<file path="config.mk">
export PLATFORM = sky130hd
export DESIGN_NAME = rsl_sync_loop_cfg
export DESIGN_NICKNAME = d
export VERILOG_FILES = /design/src/design/rsl_sync_loop_cfg.v /design/src/design/rsl_cal_trigger.v /design/src/design/rsl_loop_gain.v
export VERILOG_INCLUDE_DIRS = /design/src /design/src/design
export SDC_FILE = /design/constraint.sdc
export NUM_CORES = 1
export LEC_CHECK = 0
export ABC_AREA = 1
export BUFFER_PORTS_ARGS = -buffer_cell sky130_fd_sc_hd__buf_4
export CAP_MARGIN = 20
export CORE_UTILIZATION = 50
export CTS_CLUSTER_DIAMETER = 150
export CTS_CLUSTER_SIZE = 8
export DETAILED_ROUTE_END_ITERATION = 8
export PLACE_DENSITY = 0.8
export SLEW_MARGIN = 20
export SYNTH_ARGS = -nofsm -noshare
export SYNTH_HDL_FRONTEND = slang
export SYNTH_SLANG_ARGS = --single-unit
</file>
<file path="constraint.sdc">
create_clock -name aclk -period 2.1 [get_ports aclk]
set_input_delay 0.105 -clock aclk [delete_from_list [all_inputs] [get_ports aclk]]
set_output_delay 0.105 -clock aclk [all_outputs]
set_load 0.01 [all_outputs]
</file>
<file path="src/design/rsl_defines.vh">
// rsl_defines.vh: offsets, field positions, reset values and calibration modes
// for the radio sync-loop configuration block.
// assumes: included by bare name from the rsl_sync_loop_cfg and rsl_cal_trigger design files of this block.
`ifndef RSL_DEFINES_VH
`define RSL_DEFINES_VH

// ==========================================================================
// register indices (printed offsets are not all multiples of four)
`define RSL_IDX_CALCTL 16'hDF14
`define RSL_IDX_FOC 16'hDF15
`define RSL_IDX_BSC 16'hDF16
`define RSL_IDX_CTRL 16'hDF20
`define RSL_IDX_STAT 16'hDF21
// byte address is four times the index, low 18 bits kept
`define RSL_ADDR_W 18
`define RSL_ADDR_CALCTL 18'h37C50
`define RSL_ADDR_FOC 18'h37C54
`define RSL_ADDR_BSC 18'h37C58
`define RSL_ADDR_CTRL 18'h37C80
`define RSL_ADDR_STAT 18'h37C84

// ==========================================================================
// reset values
`define RSL_RST_CALCTL 8'h04
`define RSL_RST_FOC 8'h76
`define RSL_RST_BSC 8'h6C
// writable masks; unused bits read zero
`define RSL_MASK_CALCTL 8'h3F
`define RSL_MASK_FOC 8'h7F
`define RSL_MASK_BSC 8'hFF

// ==========================================================================
// field positions
`define RSL_AUTOCAL_HI 5
`define RSL_AUTOCAL_LO 4
`define RSL_FOC_GATE 5
`define RSL_FOC_PRE_HI 4
`define RSL_FOC_PRE_LO 3
`define RSL_FOC_POST 2
`define RSL_BS_KI_HI 7
`define RSL_BS_KI_LO 6
`define RSL_BS_KP_HI 5
`define RSL_BS_KP_LO 4
`define RSL_CLKREC_INTEGRAL_POSTSYNC 3
`define RSL_CLKREC_PROPORTIONAL_POSTSYNC 2
`define RSL_CTRL_STROBE 0

// ==========================================================================
// calibration modes
`define RSL_CAL_NEVER 2'h0
`define RSL_CAL_ON_START 2'h1
`define RSL_CAL_ON_RETURN 2'h2
`define RSL_CAL_EVERY4 2'h3
`define RSL_RETURNS_PER_CAL 2'h3

// ==========================================================================
// AXI responses
`define RSL_RESP_OKAY 2'h0
`define RSL_RESP_SLVERR 2'h2

`endif

</file>
<file path="src/design/rsl_sync_loop_cfg.v">
// rsl_sync_loop_cfg: calibration control, frequency offset and bit
// synchronisation configuration registers behind an AXI4-Lite slave.
// assumes: radio state pulses, sync and carrier detect are on aclk.
`timescale 1ns/1ps
`include "rsl_defines.vh"

module rsl_sync_loop_cfg (
    input wire aclk,
    input wire aresetn,
    input wire [31:0] s_axi_awaddr,
    input wire s_axi_awvalid,
    output reg s_axi_awready,
    input wire [31:0] s_axi_wdata,
    input wire [3:0] s_axi_wstrb,
    input wire s_axi_wvalid,
    output reg s_axi_wready,
    output reg [1:0] s_axi_bresp,
    output reg s_axi_bvalid,
    input wire s_axi_bready,
    input wire [31:0] s_axi_araddr,
    input wire s_axi_arvalid,
    output reg s_axi_arready,
    output reg [31:0] s_axi_rdata,
    output reg [1:0] s_axi_rresp,
    output reg s_axi_rvalid,
    input wire s_axi_rready,
    input wire idle_to_active,
    input wire auto_return_to_idle,
    input wire sync_found,
    input wire carrier_detect,
    output reg synth_cal_start_r,
    output reg [3:0] freq_gain_r,
    output reg [1:0] freq_comp_saturation_r,
    output reg [3:0] clkrec_integral_gain_r,
    output reg [3:0] clkrec_proportional_gain_r,
    output reg [1:0] rate_comp_saturation_r,
    output reg loops_frozen_r
);

    // register storage
    reg [7:0] synth_calibration_control_r;
    reg [7:0] freq_offset_comp_config_r;
    reg [7:0] bit_sync_config_r;
    reg manual_calibration_strobe_r;
    // freeze request, first of two stages so the flag lines up with the gains
    reg frozen_q_r;
    // write channel holding
    reg aw_held_r;
    reg w_held_r;
    reg [31:0] awaddr_r;
    reg [31:0] wdata_r;
    reg [3:0] wstrb_r;

    wire cal_pulse;
    wire [1:0] ret_count;
    wire [3:0] fg;
    wire [3:0] kig;
    wire [3:0] kpg;
    wire frozen_now;
    wire do_write;
    wire [2:0] wsel;
    wire [2:0] rsel;

    // ======================================================================
    // address decode, used for both read and write
    // 0 unmapped, 1 cal, 2 freq, 3 bit sync, 4 ctrl, 5 status
    function [2:0] dec;
        input [31:0] a;
        begin
            case (a[`RSL_ADDR_W-1:0])
                `RSL_ADDR_CALCTL: dec = 3'h1;
                `RSL_ADDR_FOC: dec = 3'h2;
                `RSL_ADDR_BSC: dec = 3'h3;
                `RSL_ADDR_CTRL: dec = 3'h4;
                `RSL_ADDR_STAT: dec = 3'h5;
                default: dec = 3'h0;
            endcase
            if (a[31:`RSL_ADDR_W] != {(32-`RSL_ADDR_W){1'b0}}) begin
                dec = 3'h0;
            end
        end
    endfunction

    assign wsel = dec(awaddr_r);
    assign rsel = dec(s_axi_araddr);
    assign do_write = aw_held_r && w_held_r && !s_axi_bvalid;

    // ======================================================================
    // write address and data taken independently, response after both
    always @(posedge aclk) begin
        if (!aresetn) begin
            s_axi_awready <= 1'b1;
            s_axi_wready <= 1'b1;
            aw_held_r <= 1'b0;
            w_held_r <= 1'b0;
            awaddr_r <= 32'h0;
            wdata_r <= 32'h0;
            wstrb_r <= 4'h0;
            s_axi_bvalid <= 1'b0;
            s_axi_bresp <= `RSL_RESP_OKAY;
        end else begin
            if (s_axi_awvalid && s_axi_awready) begin
                awaddr_r <= s_axi_awaddr;
                aw_held_r <= 1'b1;
                s_axi_awready <= 1'b0;
            end
            if (s_axi_wvalid && s_axi_wready) begin
                wdata_r <= s_axi_wdata;
                wstrb_r <= s_axi_wstrb;
                w_held_r <= 1'b1;
                s_axi_wready <= 1'b0;
            end
            if (do_write) begin
                s_axi_bvalid <= 1'b1;
                s_axi_bresp <= (wsel == 3'h0) ? `RSL_RESP_SLVERR : `RSL_RESP_OKAY;
                aw_held_r <= 1'b0;
                w_held_r <= 1'b0;
            end
            // ready again only once the response is accepted
            if (s_axi_bvalid && s_axi_bready) begin
                s_axi_bvalid <= 1'b0;
                s_axi_awready <= 1'b1;
                s_axi_wready <= 1'b1;
            end
        end
    end

    // ======================================================================
    // register update; only byte lane 0 carries data
    always @(posedge aclk) begin
        if (!aresetn) begin
            synth_calibration_control_r <= `RSL_RST_CALCTL;
            freq_offset_comp_config_r <= `RSL_RST_FOC;
            bit_sync_config_r <= `RSL_RST_BSC;
            manual_calibration_strobe_r <= 1'b0;
        end else begin
            manual_calibration_strobe_r <= 1'b0;
            if (do_write && wstrb_r[0]) begin
                case (wsel)
                    3'h1: synth_calibration_control_r <= wdata_r[7:0] & `RSL_MASK_CALCTL;
                    3'h2: freq_offset_comp_config_r <= wdata_r[7:0] & `RSL_MASK_FOC;
                    3'h3: bit_sync_config_r <= wdata_r[7:0] & `RSL_MASK_BSC;
                    3'h4: manual_calibration_strobe_r <= wdata_r[`RSL_CTRL_STROBE];
                    default: manual_calibration_strobe_r <= 1'b0;
                endcase
            end
        end
    end

    // ======================================================================
    // read channel, one outstanding read
    always @(posedge aclk) begin
        if (!aresetn) begin
            s_axi_arready <= 1'b1;
            s_axi_rvalid <= 1'b0;
            s_axi_rdata <= 32'h0;
            s_axi_rresp <= `RSL_RESP_OKAY;
        end else if (s_axi_arvalid && s_axi_arready) begin
            s_axi_arready <= 1'b0;
            s_axi_rvalid <= 1'b1;
            s_axi_rresp <= `RSL_RESP_OKAY;
            case (rsel)
                3'h1: s_axi_rdata <= {24'h0, synth_calibration_control_r};
                3'h2: s_axi_rdata <= {24'h0, freq_offset_comp_config_r};
                3'h3: s_axi_rdata <= {24'h0, bit_sync_config_r};
                3'h4: s_axi_rdata <= 32'h0;
                // status: live loop and calibration state
                3'h5: s_axi_rdata <= {28'h0, loops_frozen_r, sync_found, ret_count};
                default: begin
                    s_axi_rdata <= 32'h0;
                    s_axi_rresp <= `RSL_RESP_SLVERR;
                end
            endcase
        end else if (s_axi_rvalid && s_axi_rready) begin
            s_axi_rvalid <= 1'b0;
            s_axi_arready <= 1'b1;
        end
    end

    // ======================================================================
    // calibration trigger
    // select codes map onto the modes
    rsl_cal_trigger u_cal (
        .aclk(aclk),
        .aresetn(aresetn),
        .auto_calibration_select(
            synth_calibration_control_r[`RSL_AUTOCAL_HI:`RSL_AUTOCAL_LO]),
        .manual_calibration_strobe(manual_calibration_strobe_r),
        .idle_to_active(idle_to_active),
        .auto_return_to_idle(auto_return_to_idle),
        .cal_start_r(cal_pulse),
        .return_count_r(ret_count)
    );

    // ======================================================================
    // loop freeze: gate set and no carrier yet; carrier detect is
    // produced upstream from the strength thresholds
    // freeze until carrier
    assign frozen_now = freq_offset_comp_config_r[`RSL_FOC_GATE] && !carrier_detect;

    // frequency gain, K/2 = 1 half unit
    rsl_loop_gain u_fg (
        .aclk(aclk),
        .aresetn(aresetn),
        .pre_code(freq_offset_comp_config_r[`RSL_FOC_PRE_HI:`RSL_FOC_PRE_LO]),
        .post_bit(freq_offset_comp_config_r[`RSL_FOC_POST]),
        .sync_found(sync_found),
        .post_value(4'h1),
        .frozen(frozen_now),
        .gain_r(fg)
    );

    rsl_loop_gain u_ki (
        .aclk(aclk),
        .aresetn(aresetn),
        .pre_code(bit_sync_config_r[`RSL_BS_KI_HI:`RSL_BS_KI_LO]),
        .post_bit(bit_sync_config_r[`RSL_CLKREC_INTEGRAL_POSTSYNC]),
        .sync_found(sync_found),
        .post_value(4'h1),
        .frozen(frozen_now),
        .gain_r(kig)
    );

    rsl_loop_gain u_kp (
        .aclk(aclk),
        .aresetn(aresetn),
        .pre_code(bit_sync_config_r[`RSL_BS_KP_HI:`RSL_BS_KP_LO]),
        .post_bit(bit_sync_config_r[`RSL_CLKREC_PROPORTIONAL_POSTSYNC]),
        .sync_found(sync_found),
        .post_value(4'h2),
        .frozen(frozen_now),
        .gain_r(kpg)
    );

    // ======================================================================
    // output registers; limits pass the codes, 00 meaning off
    always @(posedge aclk) begin
        if (!aresetn) begin
            synth_cal_start_r <= 1'b0;
            freq_gain_r <= 4'h0;
            clkrec_integral_gain_r <= 4'h0;
            clkrec_proportional_gain_r <= 4'h0;
            freq_comp_saturation_r <= 2'h0;
            rate_comp_saturation_r <= 2'h0;
            frozen_q_r <= 1'b0;
            loops_frozen_r <= 1'b0;
        end else begin
            synth_cal_start_r <= cal_pulse;
            freq_gain_r <= fg;
            clkrec_integral_gain_r <= kig;
            clkrec_proportional_gain_r <= kpg;
            freq_comp_saturation_r <= freq_offset_comp_config_r[1:0];
            rate_comp_saturation_r <= bit_sync_config_r[1:0];
            // freeze flag
            // gains take two edges from frozen_now; one stage only would let
            // the flag rise while a stale nonzero gain is still on the pins
            frozen_q_r <= frozen_now;
            loops_frozen_r <= frozen_q_r;
        end
    end

endmodule // rsl_sync_loop_cfg

</file>
<file path="src/design/rsl_cal_trigger.v">
// rsl_cal_trigger: decides when the synthesizer is calibrated.
// assumes: state-change pulses are one-cycle and come from the radio
// control machine on aclk.
`timescale 1ns/1ps
`include "rsl_defines.vh"

module rsl_cal_trigger (
    input wire aclk,
    input wire aresetn,
    input wire [1:0] auto_calibration_select,
    input wire manual_calibration_strobe,
    input wire idle_to_active,
    input wire auto_return_to_idle,
    output reg cal_start_r,
    output reg [1:0] return_count_r
);

    reg [1:0] return_count_nxt;
    reg cal_nxt;

    // ======================================================================
    // trigger decode
    always @* begin
        return_count_nxt = return_count_r;
        cal_nxt = manual_calibration_strobe;
        case (auto_calibration_select)
            `RSL_CAL_NEVER: cal_nxt = manual_calibration_strobe;
            `RSL_CAL_ON_START: cal_nxt = manual_calibration_strobe | idle_to_active;
            `RSL_CAL_ON_RETURN: cal_nxt = manual_calibration_strobe | auto_return_to_idle;
            `RSL_CAL_EVERY4: begin
                if (auto_return_to_idle) begin
                    return_count_nxt = return_count_r + 2'h1;
                    if (return_count_r == `RSL_RETURNS_PER_CAL) begin
                        cal_nxt = 1'b1;
                    end
                end
            end
            default: cal_nxt = manual_calibration_strobe;
        endcase
    end

    // ======================================================================
    // registers; the counter keeps its count across mode changes
    always @(posedge aclk) begin
        if (!aresetn) begin
            cal_start_r <= 1'b0;
            return_count_r <= 2'h0;
        end else begin
            cal_start_r <= cal_nxt;
            return_count_r <= return_count_nxt;
        end
    end

endmodule // rsl_cal_trigger

</file>
<file path="src/design/rsl_loop_gain.v">
// rsl_loop_gain: one loop gain selector, pre-sync multiple 1..4 of base,
// post-sync either unchanged or replaced by a fixed value.
// assumes: gains are expressed in half units of the base gain.
`timescale 1ns/1ps

module rsl_loop_gain (
    input wire aclk,
    input wire aresetn,
    input wire [1:0] pre_code,
    input wire post_bit,
    input wire sync_found,
    input wire [3:0] post_value,
    input wire frozen,
    output reg [3:0] gain_r
);

    // ======================================================================
    // code n gives (n+1)*base, i.e. 2*(n+1) half units; frozen forces zero
    always @(posedge aclk) begin
        if (!aresetn) begin
            gain_r <= 4'h0;
        end else if (frozen) begin
            gain_r <= 4'h0;
        end else if (sync_found && post_bit) begin
            gain_r <= post_value;
        end else begin
            gain_r <= {1'b0, pre_code, 1'b0} + 4'h2;
        end
    end

endmodule // rsl_loop_gain

</file>
Yosys cells after proc, flatten, opt, wreduce, memory -nomap -nowiden

Cells that the tools add are included.

Flip-flop bits (word level): 140
Bits of input ports: 111
Output and inout port bits: 59
Logic and storage cells: 111

Add/subtract/negate cells: 4
Equal/unequal tests: 23
Mux-type cells: 17
Bitwise logic cells: 3
Reduce and logical (&&, ||, !) cells: 31

Operator list:

| cell                                                                  | count |
|---|---|
| 18-bit equality test, second input constant                           | 10 |
| 8-bit one-hot mux with 4 select lines                                 | 1 |
| 3-bit one-hot mux with 5 select lines                                 | 2 |
| 14-bit nonzero test                                                   | 2 |
| 3-bit by 2-bit adder with 4-bit output, second input constant         | 3 |
| 3-bit by 2-bit equality test with 1-bit output, second input constant | 4 |
| 1-bit logical AND                                                     | 12 |
| 3-bit equality test, second input constant                            | 3 |
| 3-bit OR reduction                                                    | 3 |
| 1-bit two-way mux                                                     | 8 |
| 2-bit AND reduction                                                   | 4 |
| 2-bit equality test, second input constant                            | 3 |
| 3-bit by 1-bit equality test with 1-bit output, second input constant | 2 |
| 2-bit two-way mux                                                     | 3 |
| 3-bit two-way mux                                                     | 2 |
| 2-bit OR reduction                                                    | 3 |
| 5-bit OR reduction                                                    | 1 |
| 1-bit one-hot mux with 4 select lines                                 | 1 |
| 3-bit zero test                                                       | 1 |
| 3-bit AND reduction                                                   | 1 |
| 2-bit by 1-bit adder with 2-bit output, second input constant         | 1 |
| 2-bit by 1-bit equality test with 1-bit output, second input constant | 1 |
| 1-bit zero test                                                       | 2 |
| 2-bit zero test                                                       | 1 |
| other kinds (3)                                                       | 4 |

Depth between registers and ports, before layout

Gate-level depths: netlist (run 1).

Depth after elaboration: 6
Depth in mapped cells: 13
Mapped depth without buffers: 13

By module

A second synthesis (run 1) with hierarchy kept.

Cell total of the unflattened synthesis: 688
Area, all modules: 4959.8 um^2

By module, submodules not included:

| module            | instances | cells an instance | area each (um^2) | sequential area each (um^2) |
|---|---|---|---|---|
| rsl_sync_loop_cfg | 1         | 587               | 4236.6           | 1981.9 |
| rsl_loop_gain     | 3         | 24                | 173.9            | 80.1 |
| rsl_cal_trigger   | 1         | 29                | 201.4            | 60.1 |

Worst setup path after synthesis (run 1)

No wires, ideal clock.

Kind: reg-to-reg
From: reg awaddr_r[1]
To: reg synth_calibration_control_r[2]
Setup time: 134 ps
Arrival time: 1369 ps
Data required time: 1966 ps
Slack: 598 ps
Stages on the path, launching flop included: 13
Buffers on the path: 0
Period minus slack after synthesis: 1502 ps
Cell sequence: dfxtp_1 > inv_2 > nand2_2 > nor2_4 > inv_2 > nor2_4 > nand2_2 > o21ai_2 > nand2_2 > nor2_4 > inv_4 > nand2_1 > nand3_1

Cells in the longest elaborated chain, start to end: 5
Elaborated cells between the ends (all ways): 9
Classes of those cells: eq/ne: 6; mux: 2; reduce/logical: 1

RTL lines:

| item                                               | line                    | text |
|---|---|---|
| start: declaration                                 | rsl_sync_loop_cfg.v:50  | `reg [31:0] awaddr_r;` |
| start signal: assignment                           | rsl_sync_loop_cfg.v:103 | `awaddr_r <= s_axi_awaddr;` |
| 18-bit equality test                               | rsl_sync_loop_cfg.v:70  | `` case (a[`RSL_ADDR_W-1:0]) `` |
| 3-bit one-hot mux with 5 select lines (*)          | rsl_sync_loop_cfg.v:70  |  |
| 3-bit two-way mux (*)                              | rsl_sync_loop_cfg.v:78  | `` if (a[31:`RSL_ADDR_W] != {(32-`RSL_ADDR_W){1'b0}}) begin `` |
| 3-bit by 1-bit equality test with 1-bit output (*) | rsl_sync_loop_cfg.v:139 | `case (wsel)` |
| 2-bit AND reduction (no source line) (*)           | --                      |  |
| end signal: assignment                             | rsl_sync_loop_cfg.v:132 | `` synth_calibration_control_r <= `RSL_RST_CALCTL; `` |
| end signal: assignment                             | rsl_sync_loop_cfg.v:140 | `` 3'h1: synth_calibration_control_r <= wdata_r[7:0] & `RSL_MASK_CALCTL; `` |
| end: declaration                                   | rsl_sync_loop_cfg.v:41  | `reg [7:0] synth_calibration_control_r;` |

Every way passes the cells marked *; elsewhere a longest branch is shown, timed or not.
A chain may end at the register's enable or synchronous reset.

Final worst setup path (run 1)

From: reg awaddr_r[5]
To: reg bit_sync_config_r[0]

Cells in the longest elaborated chain, start to end: 5
Elaborated cells between the ends (all ways): 9
Classes of those cells: eq/ne: 6; mux: 2; reduce/logical: 1

RTL lines:

| item                                               | line                    | text |
|---|---|---|
| 18-bit equality test                               | rsl_sync_loop_cfg.v:70  |  |
| 3-bit one-hot mux with 5 select lines (*)          | rsl_sync_loop_cfg.v:70  |  |
| 3-bit two-way mux (*)                              | rsl_sync_loop_cfg.v:78  |  |
| 3-bit by 2-bit equality test with 1-bit output (*) | rsl_sync_loop_cfg.v:139 |  |
| 2-bit AND reduction (no source line) (*)           | --                      |  |
| end signal: assignment                             | rsl_sync_loop_cfg.v:134 | `` bit_sync_config_r <= `RSL_RST_BSC; `` |
| end signal: assignment                             | rsl_sync_loop_cfg.v:142 | `` 3'h3: bit_sync_config_r <= wdata_r[7:0] & `RSL_MASK_BSC; `` |
| end: declaration                                   | rsl_sync_loop_cfg.v:43  | `reg [7:0] bit_sync_config_r;` |

Marks and branches as above.

==> results.cfg, run 1 <==
[detailed_routing]
wl_per_cell_um = 12.0
detail_route.first_pass.iterations = 5
routed_wl_um = 11400
antenna_left = 0
routed_via_density = 4.79
drtIter0Drc = 125
via_count = 4549
drc = 0

[power_and_ir_drop]
leakage_uw = 0.00318
vdd_drop_max_v = 0.000399
power.density_nw_per_um2 = 662

[worst_setup_path]
path_max_fanout = 12
worstPathArrival_ns = 2.05
r2r-start = awaddr_r[5]$_SDFFE_PN0P_
crit_type = reg2reg
startpoint = awaddr_r[5]$_SDFFE_PN0P_
startpoint_type = flip-flop
critical_path_required_ns = 2.43
cp-end-kind = flip-flop

[global_route]
busiest_layer = met2
grt_pass1_vias = 4191
use_met1_pct = 25.2
antenna_found_initial = 0
gr-usage-met3_pct = 4.31
grt_remaining_overflow = 0
grt_util_met2_pct = 43.6
grt_max_degree = 46
grt_pass1_wl_um = 18400
grt.total_usage_pct = 22.7

[cells_and_area]
diodes = 0
syn_to_final_growth_pct = 27.0
nets = 929
post_layout_nonfiller_instances = 949
layout-drive-gt1-share_pct = 22.4

[placed_design]
portBuffers = 115
dp_hpwl_um = 8130
placed_cells = 905
gp_congestion = 0.888

[timing]
clock_skew_ns = 0.0122
fmax_mhz = 580
timing.final.max_slew_violations = 0
setup_violations = 0
min_period_over_period_pct = 82.1
setup_tns_ns = 0
slew_headroom_pct = 61.2
grt_setup_unrepaired = no
hold_viol = 0
fin_crit_ns = 1.72
tightest_slew_ns = 0.581

[synthesis]
synth_ff_type = dfxtp_1
syn_area_um2 = 4980
synth_area_leaders = dfxtp_1, nand2_1, nor2_1
syn_inst = 676
ys_ff_latch = 112
synth.distinct_cells = 35
syn_area_per_cell_um2 = 7.37
yosys_warnings = 0
yosys-top-cells-count = nand2_1, nor2_1, dfxtp_1
yosysTopAreaCell = dfxtp_1
synth-edff-count = 0
yosys.area.top_type_share_pct = 45.0
synthArstFlopShare_pct = 0
seq_area_frac_synth_pct = 45.0
yosysMostFrequentCell = nand2_1

[floorplanning]
fp.dieH_um = 102
rows = 36
die_area_um2 = 10400
ioPinCount = 170
chipWidth_um = 102
initial_utilization_pct = 51.2
core_um2 = 9730

[clocking]
clock-sinks = 112
cts_made_buffers = 9
tritoncts = built
ctsResizeCount = 0
clockBufferDepth = 2
path_clk_slew_ns = 0.12
root_buffer = clkbuf_8
holdBufCountCts = 28
h-tree-depth = 3
post_cts_buffers = 0
clk_latency_ns = 0.38

[worst_hold_path]
worstHoldPathType = in2reg
min_from = s_axi_awaddr[1]

[run_status]
run_status = completed

[job]
cap_viol_max_count = 0
registers in the layout, summed over array words and instances (netlist names), 2 cells and up:
signal and count:
awaddr_r 32, bit_sync_config_r 8, s_axi_rdata 8, wdata_r 8
freq_offset_comp_config_r 7, synth_calibration_control_r 6, clkrec_integral_gain_r 4, freq_gain_r 4
u_fg.gain_r 4, u_ki.gain_r 4, clkrec_proportional_gain_r 3, u_kp.gain_r 3
freq_comp_saturation_r 2, rate_comp_saturation_r 2, u_cal.return_count_r 2
final cells by class:
| class | instances | area [µm²] |
|---|---|---|
| multi-input combinational | 462 | 2230 |
| clock buffer | 9 | 124 |
| sequential | 112 | 2240 |
| timing repair buffer | 145 | 1160 |
| inverter | 81 | 309 |
| clock inverter | 7 | 97.6 |
| tap | 133 | 166 |
| fill | 819 | 3400 |
metrics by stage:
| step | total power (µW) | hold WS (ns) | worst slack [ns] | util [%] | area, µm² |
|---|---|---|---|---|---|
| 2_1_floorplan | 2610 | 0.253 | 0.598 | - | 5080 |
| 3_3_place_gp | 2770 | 0.357 | 0.420 | 59.9 | 5830 |
| 3_5_place_dp | 2790 | 0.366 | 0.386 | 59.9 | 5830 |
| 4_1_cts | 4200 | 0.00645 | 0.361 | 65.0 | 6330 |
| 5_1_grt | 4380 | 0.0204 | 0.141 | 65.0 | 6330 |
| 6_report | 4190 | 0.0183 | 0.375 | 65.0 | 6330 |
power breakdown:
group	leakage, µW	total, µW	switching (µW)	internal (µW)
sequential	0.000917	2280	61.2	2220
clock	0.000111	1400	811	589
combinational	0.00216	511	273	238
cells by family (layout without fill, tap and decap cells):
family / Yosys count / count (layout) / synth area share, %
AO/OA/AOI/OAI: 92 / 92 / 9.80
XOR/XNOR: 1 / 1 / 0.176
adder cells (fa/ha/maj): 7 / 7 / 1.76
buffers and inverters: 128 / 242 / 12.2
flip-flops: 112 / 112 / 45.0
multiplexers: 1 / 1 / 0.226
other: 1 / 27 / 0.0753
AND/OR/NAND/NOR: 334 / 334 / 30.8
metal layers:
layer / share of wire [%] / wire (µm)
met5: 0 / 0
met4: 1.4 / 162
met3: 5.6 / 636
met2: 52 / 5950
met1: 41 / 4620
final timing paths:
check / endpoint / slack, ns / cells after the start
setup / recovery: bit_sync_config_r[0]$_SDFFE_PN0P_ / 0.38 / 9
hold / removal: awaddr_r[1]$_SDFFE_PN0P_ / 0.02 / 3
setup reg to reg: bit_sync_config_r[0]$_SDFFE_PN0P_ / 0.38 / 9
hold reg to reg: freq_gain_r[0]$_SDFF_PN0_ / 0.42 / 2
cells in the final DEF, fill, tap and decap left out:
master,count
o211ai_1,1
conb_1,27
o21a_1,1
o21ai_0,49
ha_1,7
nor2_1,115
nand2_1,119
inv_1,71
nor2_2,15
nand4_2,5
nand3_1,37
nor3_2,1
a21oi_2,1
inv_6,4
dfxtp_1,112
nor2_4,5
nand3_2,2
nand2_2,7
bufinv_16,1
o21bai_1,4
mux2_2,1
clkinv_8,2
dlygate4sd3_1,28
buf_4,117
clkbuf_8,9
or2_1,1
o21ai_2,2
nor3_1,7
a31oi_1,1
inv_2,8
nor2_8,1
nand4_1,17
nand3b_1,2
inv_4,2
xor2_1,1
a21oi_1,28
o21ai_1,5
critical path: stages, from the launching register on:
cell     delay, ns
dfxtp_1       0.35
nor2_1        0.12
nand3_1       0.09
nor2_2        0.15
nand4_2       0.15
o21ai_2       0.22
nand4_2       0.29
nand2_1       0.15
nand2_1       0.06
nor2_1        0.08
No activity file was read; power rests on OpenSTA's default activity.
==> run 2: changes to the inputs <==
- ABC_AREA: 1 -> 0
- CORE_UTILIZATION: 50 -> 49
- clock period: 2.1 -> 1.8 ns (I/O delays scaled with it)
==> results.cfg, run 2 <==
[cells_and_area]
nFillCells = 670
finalInstanceArea_um2 = 6170
syn_to_final_growth_pct = 36.7
layout-drive-gt1-share_pct = 24.4
nets = 809
seq_area_um2 = 2250
regMostFlops = awaddr_r
utilization_pct = 70.1
final_common_cell = buf_4
multiInputGateArea_um2 = 2090
final_cell_mix = buf_4, nand2_1, dfxtp_1
largest_reg_flops = 32
diodes = 0

[timing]
hold_slack_ns = 0.00942
setup_violations = 21
fin_crit_ns = 1.93
fmax_mhz = 519
clock_skew_ns = 0.00726
min_period_over_period_pct = 107
hold_viol = 0
timing.final.max_slew_violations = 0
grt_setup_unrepaired = yes
setup_tns_ns = -1.25
setup_ws_ns = -0.128

[floorplanning]
initial_utilization_pct = 51.3
ioPinCount = 170
core_um2 = 8810
die_area_um2 = 9600
rows = 34
chipWidth_um = 98.0
fp.dieH_um = 98.0

[synthesis]
yosysMostFrequentCell = nand2_1
synth.distinct_cells = 45
seq_area_frac_synth_pct = 49.7
yosys-top-cells-count = nand2_1, dfxtp_1, a21oi_1
yosys_warnings = 0
yosys.area.top_type_share_pct = 49.7
ys_ff_latch = 112
syn_area_per_cell_um2 = 8.58
synth_area_leaders = dfxtp_1, nand2_1, a21oi_1
synthArstFlopShare_pct = 0
synth_ff_type = dfxtp_1
syn_inst = 526
synth-edff-count = 0
syn_area_um2 = 4520
yosysTopAreaCell = dfxtp_1

[global_route]
antenna_found_initial = 0
grt_remaining_overflow = 0
grt_pass1_wl_um = 17600
grt.total_usage_pct = 22.6
grt_max_degree = 30
grt_pass1_vias = 3967

[job]
cap_viol_max_count = 0

[detailed_routing]
routed_via_density = 5.10
antenna_left = 0
wl_per_cell_um = 13.6
drc = 11
drtIter0Drc = 134
routed_wl_um = 10900
detail_route.first_pass.iterations = 6
via_count = 4102

[worst_hold_path]
min_from = auto_return_to_idle
hold_path_depth = 3
min_to = u_cal.return_count_r[1]$_SDFFE_PN0P_
worstHoldPathType = in2reg

[worst_setup_path]
worstPathArrival_ns = 2.23
cp-end-kind = flip-flop
critical_path_required_ns = 2.10
path_max_fanout = 5
rr_worst_depth = 5
timing.rr.end = freq_offset_comp_config_r[3]$_SDFFE_PN0P_
crit_type = reg2reg
r2r-start = awaddr_r[31]$_SDFFE_PN0P_
startpoint_type = flip-flop
r2r_slack_ns = -0.13

[run_status]
violations = DRC, setup timing
run_status = complete, but fails checks

[clocking]
root_buffer = clkbuf_8
clk_latency_ns = 0.37
h-tree-depth = 3
cts_made_buffers = 9
path_clk_slew_ns = 0.10
clock-sinks = 112
tritoncts = built
clockBufferDepth = 2

[placed_design]
placed_cell_area_um2 = 5460
portBuffers = 115
dp_hpwl_um = 7280
gp_congestion = 0.824

[power_and_ir_drop]
total_power_uw = 4560
vdd_drop_max_v = 0.000416
leakage_uw = 0.00274
power.density_nw_per_um2 = 738
## run 2: cell types whose count changed after synthesis, sizes merged, moves of 23 or more
cell	previous run	this run
a21oi	29	55
inv	81	9
nand3	39	16
nor2	136	33
o21ai	56	13
## run 2: layout make-up
cell class              count  area share (%)
clock buffers               9            2.01
clock inverters             7           0.892
inverters                   9           0.547
multi-input cells         378            33.9
flip-flops and latches    112            36.4
well taps                 108            2.19
repair buffers            181            24.1
## run 2: per-stage QoR
step | instances | worst slack [ns]
floorplan | 552 | -0.138
global placement | 741 | -0.217
detailed placement | 741 | -0.241
CTS | 802 | -0.177
global route | 804 | -0.244
finish | 804 | -0.128
## run 2: kinds of logic (layout without fill, tap and decap cells)
group,after synthesis,after routing,synth area share [%]
mux,22,22,4.90
other cells,1,27,0.0830
xor+xnor,1,1,0.194
compound gates,86,86,11.0
flops,112,112,49.7
buf+inv,62,206,7.45
fa+ha+maj,7,7,1.94
simple gates,235,235,24.7
## run 2: repair_timing
action	in CTS	in global routing
hold endpoints to repair	45	0
endpoints found under the setup margin	22	22
setup buffers	0	3
hold buffers	45	0
resized for setup	9	9
pin swaps	3	4
## run 2: worst max-delay path by stage
stage                                         start                                         to  slack (ns)  cells past startpoint
after global placement              s_axi_araddr[1]                s_axi_rdata[6]$_SDFFE_PN0P_       -0.22                      7
after floorplan           awaddr_r[28]$_SDFFE_PN0P_  freq_offset_comp_config_r[3]$_SDFFE_PN0P_       -0.14                      7
after CTS                 awaddr_r[22]$_SDFFE_PN0P_  freq_offset_comp_config_r[4]$_SDFFE_PN1P_       -0.18                      5
after global routing      awaddr_r[31]$_SDFFE_PN0P_  freq_offset_comp_config_r[4]$_SDFFE_PN1P_       -0.24                      5
final                     awaddr_r[31]$_SDFFE_PN0P_  freq_offset_comp_config_r[3]$_SDFFE_PN0P_       -0.13                      5
after detailed placement            s_axi_araddr[1]                s_axi_rdata[6]$_SDFFE_PN0P_       -0.24                      7
## run 2: report_power, final
part	internal, µW	switching, µW	total, µW
Sequential	2560	48.3	2610
Combinational	311	280	590
Clock	518	842	1360
## run 2: routing by layer
layer  global-route usage, %  vias to the layer above  part of all wire [%]
li1                        -                     2036                     -
met1                    23.8                     1887                    38
met3                    5.30                       28                   6.0
met4                    7.93                        0                   2.6
met5                       0                        -                     0
met2                    43.5                      151                    53
## run 2: critical path, stage by stage, from the launching register on
cell and delay (ns):
dfxtp_2 0.33, or4_4 0.55, nor4_4 0.25, and3_4 0.25, and4b_2 0.29, mux2i_1 0.20
